===== src/pkg/ssp_defines.svh =====
`ifndef SSP_DEFINES_SVH
`define SSP_DEFINES_SVH
`define SSP_W 32
`define SSP_HW 16
`define SSP_BW 8
`define SSP_HMAX 16'hFFFF
`define SSP_BMAX 8'hFF
`define SSP_ROT_STEP 8
`define SSP_SH_FULL 6'h20
`define SSP_FLAGS_RST 4'h0
`define SSP_RES_RST 32'h0000_0000
`define SSP_DEST_RST 4'h0
`endif


===== src/pkg/ssp_pkg.sv =====
`include "ssp_defines.svh"
package ssp_pkg;
    typedef enum logic [3:0] {
        SSP_NOP = 4'h0,
        SSP_UADD16 = 4'h1,
        SSP_UADD8 = 4'h2,
        SSP_USUB16 = 4'h3,
        SSP_USUB8 = 4'h4,
        SSP_PKBT = 4'h5,
        SSP_PKTB = 4'h6,
        SSP_SXB = 4'h7,
        SSP_UXB = 4'h8,
        SSP_SXH = 4'h9,
        SSP_UXH = 4'hA,
        SSP_SXB16 = 4'hB,
        SSP_UXB16 = 4'hC
    } ssp_op_t;
endpackage


===== src/pkg/ssp_lane_if.sv =====
`timescale 1ns/1ps
`default_nettype none
interface ssp_lane_if;
    logic [31:0] a;
    logic [31:0] b;
    logic sub;
    logic half;
    logic [31:0] y;
    modport core (input a, input b, input sub, input half, output y);
    modport user (output a, output b, output sub, output half, input y);
endinterface
`default_nettype wire


===== src/hw/ssp_alu.sv =====
`timescale 1ns/1ps
`default_nettype none
`include "ssp_defines.svh"
module ssp_alu (
    input wire logic i_clk,
    input wire logic i_rst,
    input wire logic i_valid,
    input wire ssp_pkg::ssp_op_t i_op,
    input wire logic [31:0] i_first,
    input wire logic [31:0] i_second,
    input wire logic [4:0] i_shift,
    input wire logic [1:0] i_rot,
    input wire logic [3:0] i_first_reg,
    input wire logic [3:0] i_second_reg,
    input wire logic [3:0] i_dest_reg,
    input wire logic i_dest_given,
    input wire logic [3:0] i_flags,
    output logic o_valid,
    output logic [31:0] o_result,
    output logic [3:0] o_dest_reg,
    output logic [3:0] o_flags
);
    import ssp_pkg::*;
    ssp_lane_if lif();
    logic [31:0] next_result;
    logic [31:0] rot;
    logic [31:0] shl;
    logic [31:0] sar;
    logic [4:0] rbits;
    logic is_ext;
    logic [3:0] next_dest;
    ssp_lanes u_lanes (
        .lif(lif)
    );
    assign lif.a = i_first;
    assign lif.b = i_second;
    assign lif.sub = (i_op == SSP_USUB16) || (i_op == SSP_USUB8);
    assign lif.half = (i_op == SSP_UADD16) || (i_op == SSP_USUB16);
    assign rbits = 5'(i_rot * `SSP_ROT_STEP);
    assign rot = (i_second >> rbits) | (i_second << (6'(`SSP_W) - {1'b0, rbits}));
    assign shl = i_second << i_shift;
    // A zero field stands for 32; shifting by 32 yields pure sign copies
    assign sar = (i_shift == 5'h00) ? {32{i_second[31]}}
                                    : 32'($signed(i_second) >>> i_shift);
    assign is_ext = (i_op == SSP_SXB) || (i_op == SSP_UXB) || (i_op == SSP_SXH)
                    || (i_op == SSP_UXH) || (i_op == SSP_SXB16) || (i_op == SSP_UXB16);
    always_comb begin
        next_result = `SSP_RES_RST;
        case (i_op)
            SSP_UADD16, SSP_UADD8, SSP_USUB16, SSP_USUB8: begin
                next_result = lif.y;
            end
            SSP_PKBT: begin
                next_result = {shl[31:16], i_first[15:0]};
            end
            SSP_PKTB: begin
                next_result = {i_first[31:16], sar[15:0]};
            end
            SSP_SXB: begin
                next_result = {{24{rot[7]}}, rot[7:0]};
            end
            SSP_UXB: begin
                next_result = {24'h000000, rot[7:0]};
            end
            SSP_SXH: begin
                next_result = {{16{rot[15]}}, rot[15:0]};
            end
            SSP_UXH: begin
                next_result = {16'h0000, rot[15:0]};
            end
            SSP_SXB16: begin
                next_result = {{8{rot[23]}}, rot[23:16], {8{rot[7]}}, rot[7:0]};
            end
            SSP_UXB16: begin
                next_result = {8'h00, rot[23:16], 8'h00, rot[7:0]};
            end
            default: begin
                next_result = `SSP_RES_RST;
            end
        endcase
    end
    always_comb begin
        next_dest = i_dest_reg;
        if (!i_dest_given) begin
            next_dest = is_ext ? i_second_reg : i_first_reg;
        end
    end
    // Valid only rides along; the stage never stalls or refuses an operation
    always_ff @(posedge i_clk or posedge i_rst) begin
        if (i_rst) begin
            o_valid <= 1'b0;
        end else begin
            o_valid <= i_valid;
        end
    end
    always_ff @(posedge i_clk or posedge i_rst) begin
        if (i_rst) begin
            o_result <= `SSP_RES_RST;
        end else begin
            o_result <= next_result;
        end
    end
    always_ff @(posedge i_clk or posedge i_rst) begin
        if (i_rst) begin
            o_dest_reg <= `SSP_DEST_RST;
        end else begin
            o_dest_reg <= next_dest;
        end
    end
    // Flags only pass through; none of these operations may touch them
    always_ff @(posedge i_clk or posedge i_rst) begin
        if (i_rst) begin
            o_flags <= `SSP_FLAGS_RST;
        end else begin
            o_flags <= i_flags;
        end
    end

    // The edge on which reset lets go still shows reset outputs, so no check starts there
    flags_kept_a: assert property (@(posedge i_clk) disable iff (i_rst)
        !i_rst && i_op >= SSP_UADD16 && i_op <= SSP_USUB8
        |=> o_flags == $past(i_flags))
        else $error("flags changed by a lane operation");
    flags_pack_a: assert property (@(posedge i_clk) disable iff (i_rst)
        !i_rst && (i_op == SSP_PKBT || i_op == SSP_PKTB)
        |=> o_flags == $past(i_flags))
        else $error("flags changed by a pack");
    flags_ext_a: assert property (@(posedge i_clk) disable iff (i_rst)
        !i_rst && i_op >= SSP_SXB && i_op <= SSP_UXB16
        |=> o_flags == $past(i_flags))
        else $error("flags changed by an extend");
    uadd16_lo_a: assert property (@(posedge i_clk) disable iff (i_rst)
        !i_rst && i_op == SSP_UADD16 && (17'(i_first[15:0]) + 17'(i_second[15:0])) > 17'h0FFFF
        |=> o_result[15:0] == `SSP_HMAX)
        else $error("halfword add not clamped");
    uadd16_hi_a: assert property (@(posedge i_clk) disable iff (i_rst)
        !i_rst && i_op == SSP_UADD16 && (17'(i_first[31:16]) + 17'(i_second[31:16])) < 17'h10000
        |=> o_result[31:16] == 16'($past(i_first[31:16]) + $past(i_second[31:16])))
        else $error("halfword add lost its sum");
    uadd8_b0_a: assert property (@(posedge i_clk) disable iff (i_rst)
        !i_rst && i_op == SSP_UADD8 |=> o_result[7:0] ==
        (($past(i_first[7:0]) > ~$past(i_second[7:0])) ? `SSP_BMAX
        : 8'($past(i_first[7:0]) + $past(i_second[7:0])))) else $error("byte add bad");
    uadd8_b3_a: assert property (@(posedge i_clk) disable iff (i_rst)
        !i_rst && i_op == SSP_UADD8 && (9'(i_first[31:24]) + 9'(i_second[31:24])) > 9'h0FF
        |=> o_result[31:24] == `SSP_BMAX)
        else $error("top byte add not clamped");

    usub16_hi_a: assert property (@(posedge i_clk) disable iff (i_rst)
        !i_rst && i_op == SSP_USUB16 && i_first[31:16] < i_second[31:16]
        |=> o_result[31:16] == 16'h0000)
        else $error("halfword sub not floored");
    usub16_lo_a: assert property (@(posedge i_clk) disable iff (i_rst)
        !i_rst && i_op == SSP_USUB16 && i_first[15:0] >= i_second[15:0]
        |=> o_result[15:0] == 16'($past(i_first[15:0]) - $past(i_second[15:0])))
        else $error("halfword sub lost its difference");
    usub8_b3_a: assert property (@(posedge i_clk) disable iff (i_rst)
        !i_rst && i_op == SSP_USUB8 && i_first[31:24] >= i_second[31:24]
        |=> o_result[31:24] == 8'($past(i_first[31:24]) - $past(i_second[31:24])))
        else $error("byte sub bad");
    usub8_b0_a: assert property (@(posedge i_clk) disable iff (i_rst)
        !i_rst && i_op == SSP_USUB8 && i_first[7:0] < i_second[7:0]
        |=> o_result[7:0] == 8'h00)
        else $error("byte sub not floored");

    pack_bt_a: assert property (@(posedge i_clk) disable iff (i_rst)
        !i_rst && i_op == SSP_PKBT |=> o_result[15:0] == $past(i_first[15:0]) &&
        o_result[31:16] == 16'(($past(i_second) << $past(i_shift)) >> `SSP_HW))
        else $error("bottom-top pack bad");
    pack_bt0_a: assert property (@(posedge i_clk) disable iff (i_rst)
        !i_rst && i_op == SSP_PKBT && i_shift == 5'h00
        |=> o_result[31:16] == $past(i_second[31:16]))
        else $error("unshifted pack bad");
    pack_tb_top_a: assert property (@(posedge i_clk) disable iff (i_rst)
        !i_rst && i_op == SSP_PKTB
        |=> o_result[31:16] == $past(i_first[31:16]))
        else $error("top-bottom pack lost its top");
    pack_tb1_a: assert property (@(posedge i_clk) disable iff (i_rst)
        !i_rst && i_op == SSP_PKTB && i_shift == 5'h01
        |=> o_result[15:0] == $past(i_second[16:1]))
        else $error("top-bottom pack shift bad");
    pack_tb32_a: assert property (@(posedge i_clk) disable iff (i_rst)
        !i_rst && i_op == SSP_PKTB && i_shift == 5'h00
        |=> o_result[15:0] == {16{$past(i_second[31])}})
        else $error("shift of 32 bad");

    ext_rot_a: assert property (@(posedge i_clk) disable iff (i_rst)
        !i_rst && i_op == SSP_UXB && i_rot == 2'h3
        |=> o_result == {24'h000000, $past(i_second[31:24])})
        else $error("extend rotation bad");
    ext_byte_a: assert property (@(posedge i_clk) disable iff (i_rst)
        !i_rst && i_op == SSP_SXB && i_rot == 2'h1
        |=> o_result == {{24{$past(i_second[15])}}, $past(i_second[15:8])})
        else $error("byte extend bad");
    ext_half_a: assert property (@(posedge i_clk) disable iff (i_rst)
        !i_rst && i_op == SSP_SXH && i_rot == 2'h2
        |=> o_result == {{16{$past(i_second[31])}}, $past(i_second[31:16])})
        else $error("halfword extend bad");
    ext_half_z_a: assert property (@(posedge i_clk) disable iff (i_rst)
        !i_rst && i_op == SSP_UXH && i_rot == 2'h0
        |=> o_result == {16'h0000, $past(i_second[15:0])})
        else $error("halfword zero extend bad");
    ext_dual_a: assert property (@(posedge i_clk) disable iff (i_rst)
        !i_rst && i_op == SSP_SXB16 && i_rot == 2'h0
        |=> o_result[31:16] == {{8{$past(i_second[23])}}, $past(i_second[23:16])} &&
        o_result[15:0] == {{8{$past(i_second[7])}}, $past(i_second[7:0])})
        else $error("dual byte extend bad");
    ext_dual_z_a: assert property (@(posedge i_clk) disable iff (i_rst)
        !i_rst && i_op == SSP_UXB16 && i_rot == 2'h1
        |=> o_result == {8'h00, $past(i_second[31:24]), 8'h00, $past(i_second[15:8])})
        else $error("dual byte zero extend bad");

    dest_default_a: assert property (@(posedge i_clk) disable iff (i_rst)
        !i_rst && !i_dest_given && !is_ext
        |=> o_dest_reg == $past(i_first_reg))
        else $error("default destination bad");
    dest_ext_a: assert property (@(posedge i_clk) disable iff (i_rst)
        !i_rst && !i_dest_given && i_op >= SSP_SXB && i_op <= SSP_UXB16
        |=> o_dest_reg == $past(i_second_reg))
        else $error("default extend destination bad");
    dest_given_a: assert property (@(posedge i_clk) disable iff (i_rst)
        !i_rst && i_dest_given
        |=> o_dest_reg == $past(i_dest_reg))
        else $error("given destination bad");

    cov_sat_c: cover property (@(posedge i_clk) i_op == SSP_UADD16 && lif.y[15:0] == `SSP_HMAX);
    cov_floor_c: cover property (@(posedge i_clk) i_op == SSP_USUB16 && lif.y[31:16] == 16'h0000);
    cov_tb_c: cover property (@(posedge i_clk) i_op == SSP_PKTB && i_shift == 5'h00);
    cov_ext_c: cover property (@(posedge i_clk) i_op == SSP_SXB16 && i_rot == 2'h3);
    cov_dest_c: cover property (@(posedge i_clk) !i_dest_given && i_op == SSP_UXB16);
endmodule
`default_nettype wire


===== src/hw/ssp_lanes.sv =====
`timescale 1ns/1ps
`default_nettype none
`include "ssp_defines.svh"
module ssp_lanes (
    ssp_lane_if.core lif
);
    import ssp_pkg::*;
    logic [3:0] bs;
    logic [1:0] hs;
    logic [31:0] bsum;
    logic [31:0] hsum;
    genvar g;
    // Borrow shows as a set top bit, like a carry out, so one saturate test serves add and subtract
    generate
        for (g = 0; g < 4; g++) begin : g_byte
            logic [8:0] t;
            assign t = lif.sub ? {1'b0, lif.a[g*8 +: 8]} - {1'b0, lif.b[g*8 +: 8]}
                               : {1'b0, lif.a[g*8 +: 8]} + {1'b0, lif.b[g*8 +: 8]};
            assign bs[g] = t[8];
            assign bsum[g*8 +: 8] = bs[g] ? (lif.sub ? 8'h00 : `SSP_BMAX) : t[7:0];
        end
        for (g = 0; g < 2; g++) begin : g_half
            logic [16:0] t;
            assign t = lif.sub ? {1'b0, lif.a[g*16 +: 16]} - {1'b0, lif.b[g*16 +: 16]}
                               : {1'b0, lif.a[g*16 +: 16]} + {1'b0, lif.b[g*16 +: 16]};
            assign hs[g] = t[16];
            assign hsum[g*16 +: 16] = hs[g] ? (lif.sub ? 16'h0000 : `SSP_HMAX) : t[15:0];
        end
    endgenerate
    assign lif.y = lif.half ? hsum : bsum;
endmodule
`default_nettype wire


===== config.mk =====
export PLATFORM = sky130hd
export DESIGN_NAME = ssp_alu
export DESIGN_NICKNAME = d
export VERILOG_FILES = /design/src/pkg/ssp_pkg.sv /design/src/pkg/ssp_lane_if.sv /design/src/hw/ssp_alu.sv /design/src/hw/ssp_lanes.sv
export VERILOG_INCLUDE_DIRS = /design/src /design/src/pkg
export SDC_FILE = /design/constraint.sdc
export NUM_CORES = 1
export LEC_CHECK = 0
export ABC_CLOCK_PERIOD_IN_PS = 1400
export BUFFER_PORTS_ARGS = -buffer_cell sky130_fd_sc_hd__buf_2
export CELL_PAD_IN_SITES_DETAIL_PLACEMENT = 1
export CELL_PAD_IN_SITES_GLOBAL_PLACEMENT = 1
export CORE_ASPECT_RATIO = 1.1
export CORE_UTILIZATION = 44
export CTS_BUF_LIST = sky130_fd_sc_hd__clkbuf_2
export CTS_CLUSTER_DIAMETER = 40
export DETAILED_ROUTE_END_ITERATION = 10
export PLACE_DENSITY_LB_ADDON = 0.1
export SLEW_MARGIN = 15
export SYNTH_ARGS = -nofsm -noshare
export SYNTH_HDL_FRONTEND = slang
export SYNTH_SLANG_ARGS = --single-unit

===== constraint.sdc =====
create_clock -name i_clk -period 1.4 [get_ports i_clk]
set_input_delay 0.14 -clock i_clk [delete_from_list [all_inputs] [get_ports i_clk]]
set_output_delay 0.14 -clock i_clk [all_outputs]
set_load 0.02 [all_outputs]

==> impl_metrics.json, run 1 <==
{
  "initial_core_util": 0.455,
  "numCtsBuffers": 5,
  "stop_stage": "clock tree synthesis",
  "yosys_register_bits": 41,
  "htreeDepth": 2,
  "die_w_um": 142,
  "syn_inst": 1291,
  "dpl.cell_count": 2067,
  "synth_edf_count": 0,
  "synthFlopType": "dfrtp_1",
  "place.gp.congestion": 1.02,
  "ys_warn_count": 0,
  "netlist_area_um2": 9480,
  "cts_resized": 144,
  "port_buffers": 135,
  "async_reset_ff_frac": 1.00,
  "clock_sinks": 41,
  "place_hpwl_um": 45100,
  "rows": 55,
  "syn-num-nets": 1443,
  "postCtsHoldBufs": 19,
  "syn_avg_cell_area_um2": 7.34,
  "cts_root_buf": "clkbuf_2",
  "synth_cell_types": 82,
  "placed_cell_area_um2": 13800,
  "cts_buffer_depth": 2,
  "die_y_um": 156,
  "yosysSeqAreaShare": 0.108,
  "ios": 136,
  "post_cts_buffers": 31,
  "tool.error": "[ERROR DPL-0033] detailed placement checks failed during check placement.",
  "status": "did not finish"
}
stage by stage:
stage                util  hold WS [ns]  setup slack, ns
floorplan               -         0.171            -2.09
global placement    0.659         0.162            -2.17
detailed placement  0.659         0.158            -2.49
cell usage after synthesis (4+ instances only):
master	n	area share
or3_1	8	0.0053
buf_1	13	0.0051
a211oi_1	23	0.018
buf_2	16	0.0084
o21bai_1	9	0.0071
mux2i_1	94	0.099
ha_1	53	0.070
o31ai_1	6	0.0048
or2_2	6	0.0040
nor3_1	23	0.012
o221ai_1	8	0.0074
nor2_1	127	0.050
o21ai_0	101	0.053
inv_1	39	0.015
clkbuf_1	83	0.033
xnor2_1	56	0.052
a21o_1	12	0.0095
o2111ai_1	13	0.012
o22ai_1	12	0.0079
o41ai_1	4	0.0037
fa_1	4	0.0084
dfrtp_1	41	0.11
nand2b_1	14	0.0092
mux4_2	26	0.062
a221oi_1	36	0.033
o211ai_1	19	0.015
a31oi_1	17	0.011
nand2_1	120	0.048
nand3b_1	4	0.0032
o21a_1	11	0.0087
mux2_2	23	0.027
nor2b_1	14	0.0092
and2_1	8	0.0053
a21oi_1	117	0.062
nand3_1	22	0.012
nand4_1	8	0.0053
xor2_1	28	0.026
a2111oi_0	5	0.0046
cell families after synthesis:
group / share of synthesized area
XOR/XNOR: 0.0776
adder cells (fa/ha/maj): 0.0784
buffers and inverters: 0.0643
flip-flops: 0.108
AO/OA/AOI/OAI: 0.303
multiplexers: 0.191
AND/OR/NAND/NOR: 0.178
==> run 2, diff against run 1 <==
CELL_PAD_IN_SITES_DETAIL_PLACEMENT = default   (was 1)
CELL_PAD_IN_SITES_GLOBAL_PLACEMENT = default   (was 1)
CORE_ASPECT_RATIO = default   (was 1.1)
CORE_UTILIZATION = 40   (was 44)
CTS_BUF_LIST = default   (was sky130_fd_sc_hd__clkbuf_2)
CTS_CLUSTER_DIAMETER = default   (was 40)
PLACE_DENSITY_LB_ADDON = 0.15   (was 0.1)
==> run 2 against run 1 <==
Effect of this change:
- synthesized cell count stayed put
- the flow now finishes, with violations (setup timing)
- area after synthesis unchanged
==> impl_metrics.json, run 2 <==
{
  "p_int_mw": 5.85,
  "max_freq_mhz": 309,
  "rsz0062_at_grt": "yes",
  "synthTopCellsByArea": "dfrtp_1 11%, mux2i_1 9.9%, ha_1 7.0%",
  "syn_avg_cell_area_um2": 7.34,
  "ys_warn_count": 0,
  "fin_crit_sh": 2.32,
  "cp_max_fo": 7,
  "gr-total-overflow": 0,
  "comb_power_share": 0.719,
  "yosysMostFrequentCell": "nor2_1",
  "vdd.ir_drop.worst_uv": 765,
  "clock_sinks": 41,
  "numCtsBuffers": 5,
  "drcViolationCount": 0,
  "layout_min_cycle_time_ns": 3.24,
  "start_kind": "input pin",
  "fp.dieArea_um2": 24300,
  "ios": 136,
  "required_ns": 1.59,
  "drive_gt1_frac": 0.437,
  "tightest_slew_ns": 1.28,
  "die_y_um": 156,
  "antenna_found_initial": 0,
  "clkTransAtPathRegs_ns": 0.06,
  "cts_root_buf": "clkbuf_16",
  "nFillCells": 2045,
  "hold_viol": 0,
  "crit_arrival_ns": 3.43,
  "regArea_um2": 1030,
  "grt_usage": 0.348,
  "yosys-top-cells-count": "127 x nor2_1, 120 x nand2_1, 117 x a21oi_1",
  "status": "complete, but fails checks",
  "place_hpwl_um": 34400,
  "core_um2": 22900,
  "yosys_register_bits": 41,
  "p_sw_mw": 4.45,
  "worst_setup_path_end_kind": "register",
  "maxSlewHeadroom": 0.124,
  "cts_buffer_depth": 2,
  "grt_max_degree": 42,
  "maxCapViolations": 0,
  "wl_um": 44200,
  "port_buffers": 135,
  "synth_top_area_cell": "dfrtp_1",
  "violations": "setup timing",
  "fin_util": 0.648,
  "final_common_cell": "buf_4",
  "critPathKind": "input pin to register",
  "place.gp.congestion": 1.03,
  "tns_ns": -55.44,
  "netlist.area_leader.share": 0.108,
  "syn_inst": 1291,
  "diodes": 0,
  "netlist_area_um2": 9480,
  "avgRoutedWirePerCell_um": 20.9,
  "swShare": 0.432,
  "synthFlopType": "dfrtp_1",
  "timing.final.ws_setup_ns": -1.84,
  "final_cell_mix": "440 x buf_4, 129 x buf_2, 119 x nor2_1",
  "rows": 55,
  "synth_edf_count": 0,
  "area_growth_pct": 56.7,
  "whs_ns": 0.0651,
  "hold_path_class": "input pin to register",
  "async_reset_ff_frac": 1.00,
  "nets": 1946,
  "synth_cell_types": 82,
  "htreeDepth": 2,
  "syn-num-nets": 1443,
  "p_leak_nw": 7.00,
  "first_iter_violations": 1513,
  "dr.pass1.iters": 6,
  "grt_pass1_wl_um": 64800,
  "setup-violations-final": 32,
  "first_global_vias": 11400,
  "die_w_um": 156,
  "viasPerCell": 5.98,
  "p_clk_frac": 0.143,
  "largest_register_ffs": 32,
  "slew_viol_final": 0,
  "antenna_left": 0,
  "tritoncts": "built",
  "share_seq_of_total_power": 0.138,
  "dr_total_vias": 12600,
  "multi_input_area_um2": 8600,
  "powerDensity_nw_per_um2": 693,
  "initial_core_util": 0.414,
  "yosysSeqAreaShare": 0.108
}
## run 2: cell counts after synthesis
No cell type changed its count.
## run 2: cells by family (layout without fill, tap and decap cells)
logic type      count (synthesis)  after routing  synth area share
fa+ha+maj                      57             57            0.0784
simple gates                  372            372             0.178
flops                          41             41             0.108
mux                           144            144             0.191
compound gates                438            438             0.303
buf+inv                       155            659            0.0643
xor+xnor                       84             84            0.0776
## run 2: cell type report
cell class | instances | area share
Clock buffer | 5 | 0.00842
Clock inverter | 3 | 0.00438
Inverter | 42 | 0.0106
Multi-Input combinational cell | 1095 | 0.579
Sequential cell | 41 | 0.0691
Tap cell | 313 | 0.0264
Timing Repair Buffer | 609 | 0.303
## run 2: what timing repair did
action,in CTS,in global routing
endpoints found under the hold margin,15,0
hold buffers,6,0
endpoints found under the setup margin,32,35
pin swaps,42,53
gates cloned,1,1
buffers inserted,12,21
resized for setup,91,93
## run 2: power groups by stage
stage	Combinational, mW	Clock [mW]	Sequential [mW]
after floorplan	3.32	0	1.69
after global placement	6.34	0	1.44
after detailed placement	6.39	0	1.45
after global routing	7.85	1.53	1.44
final	7.40	1.47	1.42
after CTS	6.77	1.48	1.43
## run 2: critical path, cell delays in order
cell and delay [ns]:
buf_6 0.09, or2_4 0.24, or3_4 0.32, or3_4 0.33, a21oi_2 0.15, xor2_1 0.23
ha_1 0.31, a21oi_2 0.14, inv_2 0.05, or3_4 0.39, a31oi_4 0.23, o211ai_4 0.11
buf_6 0.14, nor2_4 0.28, a21oi_2 0.06, o2111ai_2 0.21
## run 2: layer usage
| layer | vias to the layer above | wire (um) | GRT usage |
|---|---|---|---|
| li1 | 5836 | - | - |
| met1 | 5946 | 19400 | 0.515 |
| met2 | 736 | 19200 | 0.542 |
| met3 | 88 | 4410 | 0.0294 |
| met4 | 0 | 1120 | 0.0794 |
| met5 | - | 0 | 0 |
## run 2: per-stage QoR
step / power, mW / area, um^2 / setup slack, ns / cells
finish: 10.3 / 14900 / -1.84 / 2108
global route: 10.8 / 14900 / -1.93 / 2108
CTS: 9.67 / 14200 / -1.76 / 2088
detailed placement: 7.83 / 13500 / -2.27 / 2062
global placement: 7.78 / 13500 / -2.22 / 2062
floorplan: 5.00 / 9610 / -2.09 / 1291
## run 2: final timing paths
kind                       depth (start not counted)  slack [ns]             to          start
setup / recovery                                  16       -1.84   o_result[21]   i_second[26]
hold / removal                                     3        0.07  o_dest_reg[2]  i_dest_reg[2]
max in group asynchronous                          4        0.59    o_result[9]          i_rst
min in group asynchronous                          3        0.34   o_result[27]          i_rst
No activity file was read; power rests on OpenSTA's default activity.
==> run 3, diff against run 2 <==
BUFFER_PORTS_ARGS = default   (was -buffer_cell sky130_fd_sc_hd__buf_2)
CTS_CLUSTER_DIAMETER = 200   (was default)
DONT_BUFFER_PORTS = 1   (was default)
==> run 3 against run 2 <==
Effect of this change:
- count of clock-buffer cells in the layout unchanged
- non-clock buffer count decreased by 256
- highest routed layer unchanged
- global-route usage down 1.3 points
- critical endpoint is now o_result[10]
- power is 15% lower
- flip-flop and latch count unchanged
- final cell count fell by 12%
- the flow finishes with violations (hold timing, setup timing)
==> impl_metrics.json, run 3 (synthesized netlist as in run 2, its figures left out) <==
{
  "status": "complete, but fails checks",
  "violations": "hold timing, setup timing",
  "cp_max_fo": 17,
  "p_leak_nw": 5.74,
  "crit_arrival_ns": 3.17,
  "tritoncts": "built",
  "setup-violations-final": 32,
  "gr-total-overflow": 0,
  "nets": 1690,
  "rsz0062_at_grt": "yes",
  "drive_gt1_frac": 0.328,
  "avgRoutedWirePerCell_um": 22.6,
  "maxCapViolations": 0,
  "place.gp.congestion": 0.984,
  "area_growth_pct": 36.8,
  "final_common_cell": "buf_4",
  "whs_ns": -0.00180,
  "htreeDepth": 2,
  "grt_max_degree": 92,
  "final_cell_mix": "328 x buf_4, 120 x nor2_1, 116 x nand2_1",
  "die_w_um": 156,
  "first_global_vias": 10500,
  "die_y_um": 156,
  "max_freq_mhz": 326,
  "viasPerCell": 6.15,
  "hold_path_class": "input pin to register",
  "fin_crit_sh": 2.19,
  "grt_usage": 0.335,
  "cts_root_buf": "clkbuf_16",
  "maxSlewHeadroom": 0.581,
  "wl_um": 41800,
  "numCtsBuffers": 5,
  "largest_register_ffs": 32,
  "diodes": 0,
  "grt_pass1_wl_um": 62500,
  "dpl.cell_count": 1813,
  "antenna_left": 0,
  "tightest_slew_ns": 0.613,
  "initial_core_util": 0.414,
  "dr_total_vias": 11400,
  "drcViolationCount": 0,
  "rows": 55,
  "ios": 136,
  "crit_end": "o_result[10]",
  "critPathLaunch": "i_op[1]",
  "required_ns": 1.51,
  "slew_viol_final": 0,
  "clkTransAtPathRegs_ns": 0.05,
  "clock_sinks": 41,
  "powerDensity_nw_per_um2": 674,
  "fp.dieArea_um2": 24300,
  "layout_min_cycle_time_ns": 3.07,
  "timing.final.ws_setup_ns": -1.67,
  "start_kind": "input pin",
  "worst_setup_path_end_kind": "register",
  "first_iter_violations": 1224,
  "critPathKind": "input pin to register",
  "place_hpwl_um": 31700,
  "fin_util": 0.566,
  "fin_cells": 1852,
  "port_buffers": 0,
  "cts_buffer_depth": 2,
  "antenna_found_initial": 0,
  "hold_viol": 1,
  "core_um2": 22900,
  "dr.pass1.iters": 5,
  "vdd.ir_drop.worst_uv": 669
}
==> run 3: timing repair <==
item / CTS / global route
cloned: 0 / 2
pin swaps: 17 / 48
hold endpoints to repair: 24 / 0
setup buffers: 7 / 12
resized for setup: 48 / 93
hold buffers: 10 / 0
setup endpoints to repair: 32 / 32
==> run 3: layout make-up <==
type	count	area (um^2)
clock inverters	3	46.3
well taps	313	392
clock buffers	5	125
inverters	42	165
repair buffers	353	2780
multi-input cells	1095	8430
flip-flops and latches	41	1030
fillers	2194	9950
==> run 3: power by group <==
part	total [mW]	switching, mW	internal (mW)
registers	1.69	0.316	1.37
clock network	1.28	0.436	0.842
logic	5.77	2.86	2.91
total	8.73	3.61	5.12
==> run 3: worst min-delay path by stage <==
stage / slack (ns) / cells past startpoint / to / from
final: -0.002 / 2 / o_dest_reg[1] / i_dest_given
after floorplan: 0.17 / 0 / o_flags[0] / i_flags[0]
after global placement: -0.07 / 1 / o_flags[3] / i_rst
after global routing: 0.007 / 2 / o_dest_reg[1] / i_dest_given
after CTS: 0.006 / 2 / o_result[26] / i_first[26]
after detailed placement: -0.07 / 1 / o_flags[2] / i_rst
==> run 3: critical path: stages <==
cell       delay [ns]
nor2b_4          0.11
a22oi_2          0.22
nor2_4           0.11
buf_12           0.16
a31oi_4          0.15
xnor2_2          0.14
ha_1             0.27
o21a_1           0.12
or2_4            0.26
a311oi_4         0.38
o2bb2ai_4        0.18
xnor2_2          0.14
buf_4            0.18
o21a_1           0.20
o21ai_2          0.20
o2111ai_4        0.18
==> run 3: layer usage <==
metal  global-route usage  vias to the layer above  share of wire  wire length (um)
met5                    0                        -              0                 0
met4               0.0691                        0          0.021               867
met3               0.0528                       67           0.11              4730
met2                0.507                      659           0.43             17800
met1                0.495                     5349           0.44             18400
li1                     -                     5307              -                 -
==> run 3: metrics by stage <==
| step | power (mW) | hold slack (ns) | setup TNS (ns) | setup slack (ns) | cell area, um^2 |
|---|---|---|---|---|---|
| 6_report | 8.73 | -0.00180 | -49.45 | -1.67 | 13000 |
| 5_1_grt | 9.25 | 0.00744 | -52.37 | -1.76 | 13000 |
| 4_1_cts | 8.33 | 0.00590 | -49.23 | -1.63 | 12500 |
| 3_5_place_dp | 6.81 | -0.0710 | -62.64 | -2.10 | 12000 |
| 3_3_place_gp | 6.80 | -0.0729 | -62.58 | -2.18 | 12000 |
| 2_1_floorplan | 5.00 | 0.171 | -60.84 | -2.09 | 9610 |
